**config.mk**
```make
export PLATFORM = sky130hd
export DESIGN_NAME = afr_ctrl
export DESIGN_NICKNAME = d
export VERILOG_FILES = /design/src/design/afr_pkg.sv /design/src/design/afr_sync.sv /design/src/design/afr_ctrl.sv
export SDC_FILE = /design/constraint.sdc
export NUM_CORES = 1
export LEC_CHECK = 0
export BUFFER_PORTS_ARGS = -buffer_cell sky130_fd_sc_hd__buf_2
export CAP_MARGIN = 20
export CORE_UTILIZATION = 45
export CTS_CLUSTER_SIZE = 12
export DETAILED_ROUTE_END_ITERATION = 10
export GPL_TIMING_DRIVEN = 0
export PLACE_DENSITY = 0.7
export SYNTH_ARGS = -nofsm -noshare
export SYNTH_HDL_FRONTEND = slang
export SYNTH_SLANG_ARGS = --single-unit
```
**constraint.sdc**
```tcl
create_clock -name core_clk -period 2.1 [get_ports core_clk]
set_input_delay 0.105 -clock core_clk [delete_from_list [all_inputs] [get_ports core_clk]]
set_output_delay 0.105 -clock core_clk [all_outputs]
set_load 0.05 [all_outputs]
```
**src/design/afr_pkg.sv**
```systemverilog
// Package: constants and carrier types for the asynchronous FIFO controller
package afr_pkg;

  // ****************************************************************
  // Geometry
  // ****************************************************************
  localparam int unsigned AFR_DEPTH      = 512;
  localparam int unsigned AFR_WIDTH      = 9;
  localparam int unsigned AFR_HALF       = AFR_DEPTH / 2;
  localparam int unsigned AFR_CNT_W      = 10;

  // ****************************************************************
  // Timing (ns) and derived cycle counts at 50 MHz
  // ****************************************************************
  localparam int unsigned AFR_CLK_NS     = 20;
  localparam int unsigned AFR_PULSE_NS   = 20;
  localparam int unsigned AFR_RECOV_NS   = 10;
  localparam int unsigned AFR_SETUP_NS   = 12;
  localparam int unsigned AFR_PULSE_CYC  = (AFR_PULSE_NS + AFR_CLK_NS - 1) / AFR_CLK_NS;
  localparam int unsigned AFR_RECOV_CYC  = (AFR_RECOV_NS + AFR_CLK_NS - 1) / AFR_CLK_NS;
  localparam int unsigned AFR_SETUP_CYC  = (AFR_SETUP_NS + AFR_CLK_NS - 1) / AFR_CLK_NS;
  localparam logic [3:0]  AFR_PULSE_LEN  = 4'(AFR_PULSE_CYC);
  localparam logic [3:0]  AFR_RECOV_LEN  = 4'(AFR_RECOV_CYC);
  localparam logic [3:0]  AFR_SETUP_LEN  = 4'(AFR_SETUP_CYC);

  // ****************************************************************
  // Reset values
  // ****************************************************************
  localparam logic [AFR_CNT_W-1:0] AFR_CNT_RST  = 10'h000;
  localparam logic [AFR_WIDTH-1:0] AFR_DATA_RST = 9'h000;

  // ****************************************************************
  // Types
  // ****************************************************************
  typedef enum logic [2:0] {AFR_OP_NONE, AFR_OP_CLEAR, AFR_OP_PUSH, AFR_OP_POP,
                            AFR_OP_REPLAY} afr_op_e;

  typedef enum {AFR_IDLE, AFR_SETUP, AFR_LOW, AFR_HIGH, AFR_RECOV} afr_state_e;

  typedef struct packed
  {
    logic                 push_n;
    logic                 pop_n;
    logic                 clear;
    logic                 replay_n;
    logic [AFR_WIDTH-1:0] wdata;
  } afr_pins_s;

  typedef struct packed
  {
    logic                 empty_n;
    logic                 full_n;
    logic                 half_n;
    logic [AFR_WIDTH-1:0] rdata;
    logic                 rdata_oe;
  } afr_flags_s;

endpackage : afr_pkg

```
**src/design/afr_sync.sv**
```systemverilog
// Two-stage synchroniser for the device's flag and data outputs
`timescale 1ns/1ps
module afr_sync
  import afr_pkg::*;
#(
  parameter int unsigned W = 12
)
(
  input  wire logic         core_clk,
  input  wire logic         reset,
  input  wire logic [W-1:0] din,
  output logic      [W-1:0] dout
);

  typedef struct packed
  {
    logic [W-1:0] s1;
    logic [W-1:0] s2;
  } afr_sync_s;

  afr_sync_s st;
  afr_sync_s next_st;

  always_comb
  begin
    next_st    = st;
    next_st.s1 = din;
    next_st.s2 = st.s1;
  end

  always_ff @(posedge core_clk or posedge reset)
  begin
    if (reset)
    begin
      st <= '0;
    end
    else
    begin
      st <= next_st;
    end
  end

  assign dout = st.s2;

endmodule : afr_sync

```
**src/design/afr_ctrl.sv**
```systemverilog
// Controller that drives the asynchronous FIFO's strobes and tracks its flags
//
// Function
// - Strobes held high around master_clear release
// - Push rising edge writes; data held
// - Strobes high during replay and recovery
// - Replay only after at most depth writes
// - Standalone: chain_in low, first_load high
// - Depth cascade ring set during clear
// - Cascade: OR flags, no half/replay
// - Use flags to avoid empty/full access
`timescale 1ns/1ps
module afr_ctrl
  import afr_pkg::*;
(
  input  wire logic                 core_clk,
  input  wire logic                 reset,
  // User side
  input  wire logic                 cmd_valid,
  input  wire afr_op_e              cmd_op,
  input  wire logic [AFR_WIDTH-1:0] cmd_wdata,
  output logic                      cmd_ready,
  output logic                      cmd_done,
  output logic                      cmd_refused,
  output logic [AFR_WIDTH-1:0]      rd_data,
  output logic                      rd_valid,
  output logic                      fifo_empty,
  output logic                      fifo_full,
  output logic                      fifo_half,
  output logic [AFR_CNT_W-1:0]      writes_since_clear,
  // Device side
  output logic                      input_push_n,
  output logic                      output_pop_n,
  output logic                      master_clear,
  output logic                      replay_input,
  output logic [AFR_WIDTH-1:0]      write_data,
  output logic                      chain_in,
  output logic                      first_load_select,
  input  wire logic                 empty_flag,
  input  wire logic                 full_flag,
  input  wire logic                 half_full,
  input  wire logic [AFR_WIDTH-1:0] read_data,
  input  wire logic                 read_data_oe
);

  localparam int unsigned SW = 3 + AFR_WIDTH + 1;

  // ****************************************************************
  // Synchronised device outputs
  // ****************************************************************
  logic [SW-1:0] sync_out;
  afr_flags_s    dev;

  afr_sync #(
    .W (SW)
  ) u_sync (
    .core_clk (core_clk),
    .reset    (reset),
    .din      ({empty_flag, full_flag, half_full, read_data, read_data_oe}),
    .dout     (sync_out)
  );

  assign dev = afr_flags_s'(sync_out);

  // ****************************************************************
  // State
  // ****************************************************************
  typedef struct packed
  {
    afr_state_e           fsm;
    afr_op_e              op;
    logic [3:0]           cnt;
    afr_pins_s            pins;
    logic                 done;
    logic                 refused;
    logic [AFR_WIDTH-1:0] rdata;
    logic                 rvalid;
    logic [AFR_CNT_W-1:0] writes;
    logic                 cleared;
  } afr_ctrl_s;

  afr_ctrl_s st;
  afr_ctrl_s next_st;

  always_comb
  begin
    next_st         = st;
    next_st.done    = 1'b0;
    next_st.refused = 1'b0;
    next_st.rvalid  = 1'b0;
    case (st.fsm)
      AFR_IDLE:
      begin
        if (cmd_valid)
        begin
          next_st.op  = cmd_op;
          next_st.cnt = 4'h0;
          case (cmd_op)
            AFR_OP_CLEAR:
            begin
              next_st.fsm = AFR_SETUP;
            end
            AFR_OP_PUSH:
            begin
              if (!st.cleared || !dev.full_n)
              begin
                next_st.refused = 1'b1;
              end
              else
              begin
                next_st.pins.wdata = cmd_wdata;
                next_st.fsm        = AFR_SETUP;
              end
            end
            AFR_OP_POP:
            begin
              if (!st.cleared || !dev.empty_n)
              begin
                next_st.refused = 1'b1;
              end
              else
              begin
                next_st.fsm = AFR_SETUP;
              end
            end
            AFR_OP_REPLAY:
            begin
              if (!st.cleared || st.writes > 10'(AFR_DEPTH))
              begin
                next_st.refused = 1'b1;
              end
              else
              begin
                next_st.fsm = AFR_SETUP;
              end
            end
            default:
            begin
              next_st.refused = 1'b1;
            end
          endcase
        end
      end
      AFR_SETUP:
      begin
        // Data stable and other strobes high before asserting
        next_st.cnt = st.cnt + 4'h1;
        if (st.cnt + 4'h1 >= AFR_SETUP_LEN)
        begin
          next_st.cnt = 4'h0;
          next_st.fsm = AFR_LOW;
          case (st.op)
            AFR_OP_CLEAR:  next_st.pins.clear    = 1'b1;
            AFR_OP_PUSH:   next_st.pins.push_n   = 1'b0;
            AFR_OP_POP:    next_st.pins.pop_n    = 1'b0;
            AFR_OP_REPLAY: next_st.pins.replay_n = 1'b0;
            default:       next_st.fsm           = AFR_IDLE;
          endcase
        end
      end
      AFR_LOW:
      begin
        // Pop stays low until its data has crossed the synchroniser
        next_st.cnt = st.cnt + 4'h1;
        if (st.cnt + 4'h1 >= ((st.op == AFR_OP_POP) ? AFR_PULSE_LEN + 4'h2 : AFR_PULSE_LEN))
        begin
          next_st.cnt = 4'h0;
          next_st.fsm = AFR_HIGH;
          if (st.op == AFR_OP_POP)
          begin
            next_st.rdata  = dev.rdata;
            next_st.rvalid = dev.rdata_oe;
          end
          next_st.pins.push_n   = 1'b1;
          next_st.pins.pop_n    = 1'b1;
          next_st.pins.clear    = 1'b0;
          next_st.pins.replay_n = 1'b1;
        end
      end
      AFR_HIGH:
      begin
        next_st.fsm = AFR_RECOV;
        case (st.op)
          AFR_OP_CLEAR:
          begin
            next_st.writes  = AFR_CNT_RST;
            next_st.cleared = 1'b1;
          end
          AFR_OP_PUSH:
          begin
            if (st.writes != 10'h3FF)
            begin
              next_st.writes = st.writes + 10'h001;
            end
          end
          default:
          begin
          end
        endcase
      end
      AFR_RECOV:
      begin
        // Strobes stay high through recovery and flag settling
        next_st.cnt = st.cnt + 4'h1;
        if (st.cnt + 4'h1 >= AFR_RECOV_LEN + 4'h2)
        begin
          next_st.cnt  = 4'h0;
          next_st.fsm  = AFR_IDLE;
          next_st.done = 1'b1;
        end
      end
      default:
      begin
        next_st.fsm = AFR_IDLE;
      end
    endcase
  end

  always_ff @(posedge core_clk or posedge reset)
  begin
    if (reset)
    begin
      st               <= '0;
      st.fsm           <= AFR_IDLE;
      st.op            <= AFR_OP_NONE;
      st.pins.push_n   <= 1'b1;
      st.pins.pop_n    <= 1'b1;
      st.pins.replay_n <= 1'b1;
      st.pins.wdata    <= AFR_DATA_RST;
      st.rdata         <= AFR_DATA_RST;
      st.writes        <= AFR_CNT_RST;
    end
    else
    begin
      st <= next_st;
    end
  end

  // ****************************************************************
  // Outputs
  // ****************************************************************
  assign cmd_ready          = (st.fsm == AFR_IDLE);
  assign cmd_done           = st.done;
  assign cmd_refused        = st.refused;
  assign rd_data            = st.rdata;
  assign rd_valid           = st.rvalid;
  assign fifo_empty         = !dev.empty_n;
  assign fifo_full          = !dev.full_n;
  assign fifo_half          = !dev.half_n;
  assign writes_since_clear = st.writes;
  assign input_push_n       = st.pins.push_n;
  assign output_pop_n       = st.pins.pop_n;
  assign master_clear       = st.pins.clear;
  assign replay_input       = st.pins.replay_n;
  assign write_data         = st.pins.wdata;
  // Standalone configuration straps
  assign chain_in           = 1'b0;
  assign first_load_select  = 1'b1;

endmodule : afr_ctrl

```
* Word-level counts from Yosys, hierarchy flattened *
Cells that the tools add are included.

storage, ports and cells
  bits in registers = 101
  latch bits = 0
  memory bits (writable) = 0
  bits in read-only memories = 0
  output and inout bits = 41
  logic and storage cells = 106
  memories kept = 0

cells by class
  $add $sub $neg = 2
  multipliers = 0
  divide/modulo/power cells = 0
  $lt $le $gt $ge = 4
  equality and inequality tests = 26
  shift-type cells = 0
  multiplexer cells = 33
  bitwise gates (word level) = 1
  reductions and logical operators = 24

operator list
  cell                                                               count
  32-bit 2-to-1 mux                                                  6
  32-bit case mux with 5 select lines                                1
  32-bit case mux with 4 select lines                                1
  32-bit by 2-bit == test with 1-bit output (second input constant)  2
  32-bit zero test                                                   2
  39-bit 2-to-1 mux                                                  1
  32-bit by 1-bit == test with 1-bit output (second input constant)  1
  32-bit by 3-bit == test with 1-bit output (second input constant)  1
  10-bit case mux with 2 select lines                                1
  4-bit AND reduction                                                5
  8-bit 2-to-1 mux                                                   2
  2-bit != test (second input constant)                              8
  4-bit case mux with 4 select lines                                 1
  1-bit 2-to-1 mux                                                   14
  3-bit by 2-bit == test with 1-bit output (second input constant)   4
  10-bit by 1-bit adder with 10-bit output (second input constant)   1
  10-bit greater-than comparator (second input constant)             1
  10-bit 2-to-1 mux                                                  1
  10-bit != test (second input constant)                             1
  3-bit != test (second input constant)                              3
  4-bit case mux with 2 select lines                                 1
  8-bit AND reduction                                                1
  3-bit by 1-bit == test with 1-bit output (second input constant)   2
  3-bit == test (second input constant)                              2
  other kinds (17)                                                   27

* Longest topological paths before layout *
Gate-level depths: netlist of the first run.

  depth after elaboration = 6
  gate-level depth with buffers = 6

* Cells and area by module *
A second synthesis of the first run with hierarchy kept.

unflattened totals
  cell total of the unflattened synthesis = 264
  area, all modules = 3201.8 um^2

by module, submodules not included
  module    instances  cells each  area an instance (um^2)
  afr_ctrl  1          237         2547.4
  afr_sync  1          27          654.4

* Least setup slack after synthesis of the first run *
OpenSTA, ideal clock, no wires.

  path type = reg-to-reg
  start point = reg st[44] (netlist bit)
  end point = reg st, in the netlist write_data[0]
  setup time = 125 ps
  arrival time = 2345 ps
  data required time = 1975 ps
  setup slack = -370 ps
  cell stages (with the launch flop) = 6
  buffers on the path = 1
  cell sequence = dfrtp_1 -> buf_2 -> nor3_2 -> nand2_1 -> nor4_4 -> mux2_2

between the ends
  longest elaborated chain between the ends = 2

ends and longest elaborated chain
  item                                  RTL line         source
  from (decl)                           afr_ctrl.sv:82   afr_ctrl_s st;
  from (signal assigned)                afr_ctrl.sv:235  st <= next_st;
  32-bit zero test                      afr_ctrl.sv:91   case (st.fsm)
  4-bit AND reduction (no source line)  n/a

Every way passes these cells.
A chain may end at the register's enable or synchronous reset.

* Worst setup path in the final report of the first run *
  start point = reg st[36] (netlist bit)
  end point = reg st, in the netlist rd_data[1]

between the ends
  longest elaborated chain between the ends = 3

ends and longest elaborated chain
  item                                            RTL line         source
  4-bit by 1-bit adder with 4-bit output          afr_ctrl.sv:165  if (st.cnt + 4'h1 >= ((st.op == AFR_OP_POP) ? AFR_PULSE_LEN + 4'h2 : AFR_PULSE_LEN))
  4-bit by 2-bit >= comparator with 1-bit output  afr_ctrl.sv:165
  3-bit AND reduction (no source line)            n/a

Every way passes these cells.

==> results of run 1 <==
## cell families (layout without fill, tap and decap cells)
kind of cell | count (synthesis) | in the layout | share of synthesized area, %
other cells | 2 | 2 | 0.2254
flops | 72 | 72 | 54.19
xor+xnor | 4 | 4 | 1.615
buf+inv | 52 | 158 | 9.500
fa+ha+maj | 6 | 6 | 2.178
mux | 27 | 27 | 8.937
compound gates | 41 | 41 | 8.976
simple gates | 77 | 77 | 14.38
## worst min path at each step
stage | slack, ns | end | depth (start not counted) | start
4_1_cts | 0.05 | st[41] | 2 | cmd_op[1]
3_5_place_dp | 0.21 | u_sync.next_st[10] | 1 | half_full
5_1_grt | 0.06 | st[41] | 2 | cmd_op[1]
3_3_place_gp | 0.21 | u_sync.next_st[10] | 1 | half_full
2_1_floorplan | 0.14 | u_sync.next_st[0] | 0 | read_data_oe
6_report | 0.06 | st[41] | 2 | cmd_op[1]
## stage by stage
step                      setup WS, ns  total power, uW  area (sq um)  setup TNS (ns)
after global placement         -0.6508             3727          3806          -45.38
after floorplan               -0.06704             3378          3352         -0.5549
after CTS                      0.01258             5091          4290               0
after detailed placement      -0.08164             3778          3809         -0.6112
final                          0.08730             5090          4338               0
after global routing          -0.01036             5360          4338        -0.03910
## synthesized netlist by cell type (5+ instances only)
| library cell | count | area, sq um |
|---|---|---|
| nand2_1 | 17 | 63.81 |
| ha_1 | 5 | 62.56 |
| mux2i_1 | 5 | 50.05 |
| nand2b_1 | 8 | 50.05 |
| o21ai_0 | 9 | 45.04 |
| nor2_1 | 10 | 37.54 |
| mux2_2 | 21 | 236.5 |
| dfrtp_1 | 69 | 1727 |
| inv_1 | 13 | 48.80 |
| clkbuf_1 | 6 | 22.52 |
| nand3_1 | 5 | 25.02 |
| or4_1 | 5 | 37.54 |
| buf_4 | 32 | 240.2 |
## cell type report
| class | count | area (sq um) |
|---|---|---|
| fillers | 624 | 2877 |
| flip-flops and latches | 72 | 1808 |
| multi-input cells | 157 | 1264 |
| repair buffers | 91 | 588.1 |
| plain buffers | 38 | 271.5 |
| clock buffers | 9 | 123.9 |
| well taps | 99 | 123.9 |
| clock inverters | 7 | 107.6 |
| inverters | 13 | 51.30 |
## worst reg2reg max path, delay by kind of cell (launching register included)
| family | cells | cell delay (ns) |
|---|---|---|
| fa+ha+maj | 1 | 0.28 |
| simple gates | 2 | 0.57 |
| mux | 1 | 0.34 |
| buf+inv | 1 | 0.16 |
| flops | 1 | 0.44 |
| compound gates | 1 | 0.11 |
## flip-flops by register name, indices dropped and copies added (netlist names), 9 cells and up
register / count
u_sync.next_st: 13
st: 11
u_sync.dout: 13
rd_data: 9
writes_since_clear: 10
write_data: 9
## layer usage
layer  vias to the layer above  wire (um)  GRT usage, %
li1                       1161          -             -
met1                      1154       2901         24.66
met2                        68       3275         28.68
met3                         9        303         4.053
met4                         0        130         9.531
met5                         -          0             0
## power breakdown
group	switching, uW	total (uW)	internal, uW
logic	1250	2000	749
registers	164	1810	1650
clock network	585	1280	694
## what timing repair did
action / CTS / global route
resized for setup: 0 / 12
buffers inserted: 1 / 1
hold buffers: 23 / 0
hold endpoints to repair: 91 / 0
cloned: 0 / 0
pin swaps: 1 / 1
setup endpoints to repair: 9 / 29
==> results.md, run 1 <==
- Status: complete, no violations
- Worst skew pair latency: 0.35 ns
- Max cap viols: 0
- Min-Delay Path Class: primary input to flop
- Critical R2R Launch: st[36]
- CP cell instances: ha_1 > nand2_1 > or3_1 > o211ai_2 > buf_12 > mux2_2
- Delay-heaviest family, CP: simple AND/OR/NAND/NOR gates
- Wire length per cell: 13.60 um
- Grt total ovfl: 0
- Crit path time final: 2.013 ns
- Initial Util: 46.18%
- Die X: 88.05 um
- Most frequent cells in the layout: dfrtp_1, buf_2, buf_4
- R2R Path End: rd_data[1]
- EDFF count, synth: 0
- Post-Syn Area: 3332 sq um
- Critical path's slowest cell: dfrtp_2
- Final Skew: 0.009623 ns
- Antenna viol nets, final: 0
- Die area: 7753 sq um
- CP Capture Point: rd_data[1]
- WP buf/inv: 1
- CP peak stage delay: 0.44 ns
- Non-Filler Instances: 486
- Sequential area share after synthesis: 54.19%
- Antenna cells: 0
- CP Launch Type: flop
- Max-slew violations: 0
- DR pass1 iterations: 4
- Cell variety after synth: 61
- P&R area growth vs syn: 30.19%
- Largest net degree at the start of global routing: 73
- Sink Count: 72
- Reg2reg setup slack: 0.09 ns
- Clock tree buffer depth: 2
- R2R cell count: 6
- First-pass GRT wire length: 10760 um
- CP Capture Type: flop
- Vias in the first global route: 2299
- 1st-iter DRT viols: 115
- DR vias: 2392
- Final nets: 415
- WP depth: 6
- Final Core Density: 60.13%
- Vias/cell: 4.922
- Final Setup Violations: 0
- Total routed wirelength: 6611 um
- Worst Setup SP: st[36]
- Syn nets: 314
- CTS root buffer: clkbuf_8
- IO Pins: 69
- Pleak: 0.002118 uW
- DRC: 0
- Maximum vdd drop: 0.6752 mV
- Share of layout cells above drive strength 1: 42.64%
- All-Layer GR Usage: 18.55%
- Power Dens Cells: 1173 nW/um^2
- Antenna violations before repair: 0
- Relative slew slack: 42.26%
- TritonCTS clock tree: done
- WP data required: 2.34 ns
- FMAX: 0.4968 GHz
- Final Hold Slack: 0.06402 ns
- H-tree Lvls: 3
- Final period util: 95.84%
- Top FF cell, synth: dfrtp_1
- Row count: 31
- Post-synthesis register bit count: 72
- Most common cell after layout, fill and taps aside: dfrtp_1
- Die H: 88.05 um
- Cts bufs inserted: 9
- Yosys warns: 0
- Core Area: 7214 sq um
- Input/output buffers: 66
- Slew @ Worst Pin: 0.8661 ns
- Clock transition at path regs: 0.09 ns
- Arr. time, crit path: 2.25 ns
- Final GP Congestion: 0.8866
- Synthesized instance count: 281
- Final hold vios: 0
- Final HPWL DP: 4323 um
- Critical Path Fanout Max: 9
- Placed Cells: 446
- Syn Area/Cell: 11.86 sq um
- Ys async rst share: 100.0%
- CP Class: flop to flop
Note: power is estimated with default switching activity, not from simulation.
==> inputs of run 2 (changes only) <==
--- a/config.mk
+++ b/config.mk
@@ -11,6 +11,7 @@
 export CTS_CLUSTER_SIZE = 12
 export DETAILED_ROUTE_END_ITERATION = 10
 export GPL_TIMING_DRIVEN = 0
+export MAX_ROUTING_LAYER = met4
 export PLACE_DENSITY = 0.7
 export SYNTH_ARGS = -nofsm -noshare
 export SYNTH_HDL_FRONTEND = slang
==> run 2 against run 1 <==
Non-clock buffer count unchanged. Total power about the same. Maximum frequency decreased by 0.35%. Sequential power about the same. Critical endpoint unchanged. Largest cell class unchanged. Largest power group unchanged.
==> results.md, run 2 (same netlist as run 1, synthesis figures left out) <==
- Relative slew slack: 42.36% (was 42.26%)
- CP Launch Type: flop (unchanged)
- Crit path time final: 2.020 ns (was 2.013 ns)
- Input/output buffers: 66 (unchanged)
- Placed Cells: 446 (unchanged)
- TritonCTS clock tree: done (unchanged)
- Number of fill cells: 624 (unchanged)
- Sw frac: 39.16% (was 39.21%)
- Die area: 7753 sq um (unchanged)
- Final Setup Violations: 0 (unchanged)
- Non-Filler Instances: 486 (unchanged)
- Reg2reg setup slack: 0.08 ns (was 0.09 ns)
- Antenna violations before repair: 0 (unchanged)
- Final TNS setup: 0 ns (unchanged)
- Final HPWL DP: 4323 um (unchanged)
- Psw: 1991 uW (was 1996 uW)
- Largest net degree at the start of global routing: 73 (unchanged)
- CP Capture Type: flop (unchanged)
- Grt total ovfl: 0 (unchanged)
- Wire length per cell: 13.61 um (was 13.60 um)
- Clock transition at path regs: 0.09 ns (about the same)
- Final nets: 415 (unchanged)
- Comb pwr share: 39.3% (was 39.2%)
- Critical Path Fanout Max: 9 (unchanged)
- Die X: 88.05 um (unchanged)
- Clk network pwr share: 25.1% (about the same)
- CTS root buffer: clkbuf_8 (unchanged)
- Final hold vios: 0 (unchanged)
- Sink Count: 72 (unchanged)
- Max-slew violations: 0 (unchanged)
- Most frequent cells in the layout: dfrtp_1, buf_2, buf_4 (unchanged)
- Share of layout cells above drive strength 1: 42.64% (unchanged)
- Pleak: 0.002118 uW (unchanged)
- Slew @ Worst Pin: 0.8646 ns (was 0.8661 ns)
- Min-Delay Path Class: primary input to flop (unchanged)
- Seq pwr share: 35.7% (about the same)
- Cts bufs inserted: 9 (unchanged)
- Final Hold Slack: 0.07060 ns (was 0.06402 ns)
- 1st-iter DRT viols: 130 (was 115)
- Core Area: 7214 sq um (unchanged)
- Antenna cells: 0 (unchanged)
- Most common cell after layout, fill and taps aside: dfrtp_1 (unchanged)
- CP Class: flop to flop (unchanged)
- P&R area growth vs syn: 30.19% (unchanged)
- DR pass1 iterations: 4 (unchanged)
- Clock tree buffer depth: 2 (unchanged)
- Max cap viols: 0 (unchanged)
- Arr. time, crit path: 2.25 ns (about the same)
- Total routed wirelength: 6615 um (was 6611 um)
- Die H: 88.05 um (unchanged)
- Status: complete, no violations (unchanged)
- DRC: 0 (unchanged)
- Maximum vdd drop: 0.6756 mV (was 0.6752 mV)
- Vias in the first global route: 2299 (unchanged)
- H-tree Lvls: 3 (unchanged)
- Final Core Density: 60.13% (unchanged)
- Initial Util: 46.18% (unchanged)
- DR vias: 2382 (was 2392)
- Row count: 31 (unchanged)
- Vias/cell: 4.901 (was 4.922)
- Power Dens Cells: 1172 nW/um^2 (was 1173 nW/um^2)
- WP data required: 2.33 ns (was 2.34 ns)
- P_int: 3094 uW (about the same)
- Final GP Congestion: 0.9015 (was 0.8866)
- FMAX: 0.4951 GHz (was 0.4968 GHz)
- Final period util: 96.18% (was 95.84%)
- Final Skew: 0.01180 ns (was 0.009623 ns)
- First-pass GRT wire length: 10740 um (was 10760 um)
- IO Pins: 69 (unchanged)
- Antenna viol nets, final: 0 (unchanged)
- All-Layer GR Usage: 19.10% (was 18.55%)
- Worst skew pair latency: 0.35 ns (about the same)
[run 2: final timing paths]
kind,to,depth (start not counted),startpoint
min in group asynchronous,write_data[5],3,reset
setup / recovery,rd_data[1],6,st[36]
hold reg to reg,u_sync.dout[12],0,u_sync.next_st[12]
max in group asynchronous,st[36],3,reset
hold / removal,st[41],2,cmd_op[1]
setup reg to reg,rd_data[1],6,st[36]
[run 2: area by class of cell]
class	instances	area (sq um)	area share, %
tap	99	123.9	2.855
timing repair buffer	91	588.1	13.56
multi-input combinational	157	1264	29.13
buffer	38	271.5	6.259
clock buffer	9	123.9	2.855
clock inverter	7	107.6	2.481
sequential	72	1808	41.68
inverter	13	51.30	1.183
[run 2: what timing repair did]
| action | in CTS | in global routing |
|---|---|---|
| endpoints found under the setup margin | 9 | 29 |
| gates resized for setup | 0 | 12 |
| pin swaps | 1 | 1 |
| setup buffers | 1 | 1 |
| hold buffers | 23 | 0 |
| endpoints found under the hold margin | 91 | 0 |
[run 2: worst max-delay path: stages, from the launching register on]
cell and delay (ns):
dfrtp_2 0.45, ha_1 0.28, nand2_1 0.15, or3_1 0.42, o211ai_2 0.11, buf_12 0.16
mux2_2 0.33
[run 2: power by group through the flow]
stage	Combinational [uW]	Clock [uW]	Sequential, uW
4_1_cts	1990	1310	1790
6_report	2000	1270	1810
5_1_grt	2140	1360	1860
3_3_place_gp	1920	0	1810
3_5_place_dp	1960	0	1820
2_1_floorplan	1450	0	1930
[run 2: metal layers]
layer | vias up | part of all wire (%) | GRT usage (%)
met1 | 1155 | 45 | 24.48
met2 | 61 | 50 | 28.75
met5 | - | 0 | -
met3 | 4 | 3.7 | 5.184
li1 | 1162 | - | -
met4 | 0 | 0.86 | 7.771
[run 2: stage by stage]
| step | cell area [sq um] | setup slack (ns) | total power, uW |
|---|---|---|---|
| after floorplan | 3352 | -0.06704 | 3378 |
| after global placement | 3806 | -0.6508 | 3727 |
| after detailed placement | 3809 | -0.08164 | 3778 |
| after CTS | 4290 | 0.01258 | 5091 |
| after global routing | 4338 | -0.01030 | 5362 |
| final | 4338 | 0.08016 | 5085 |
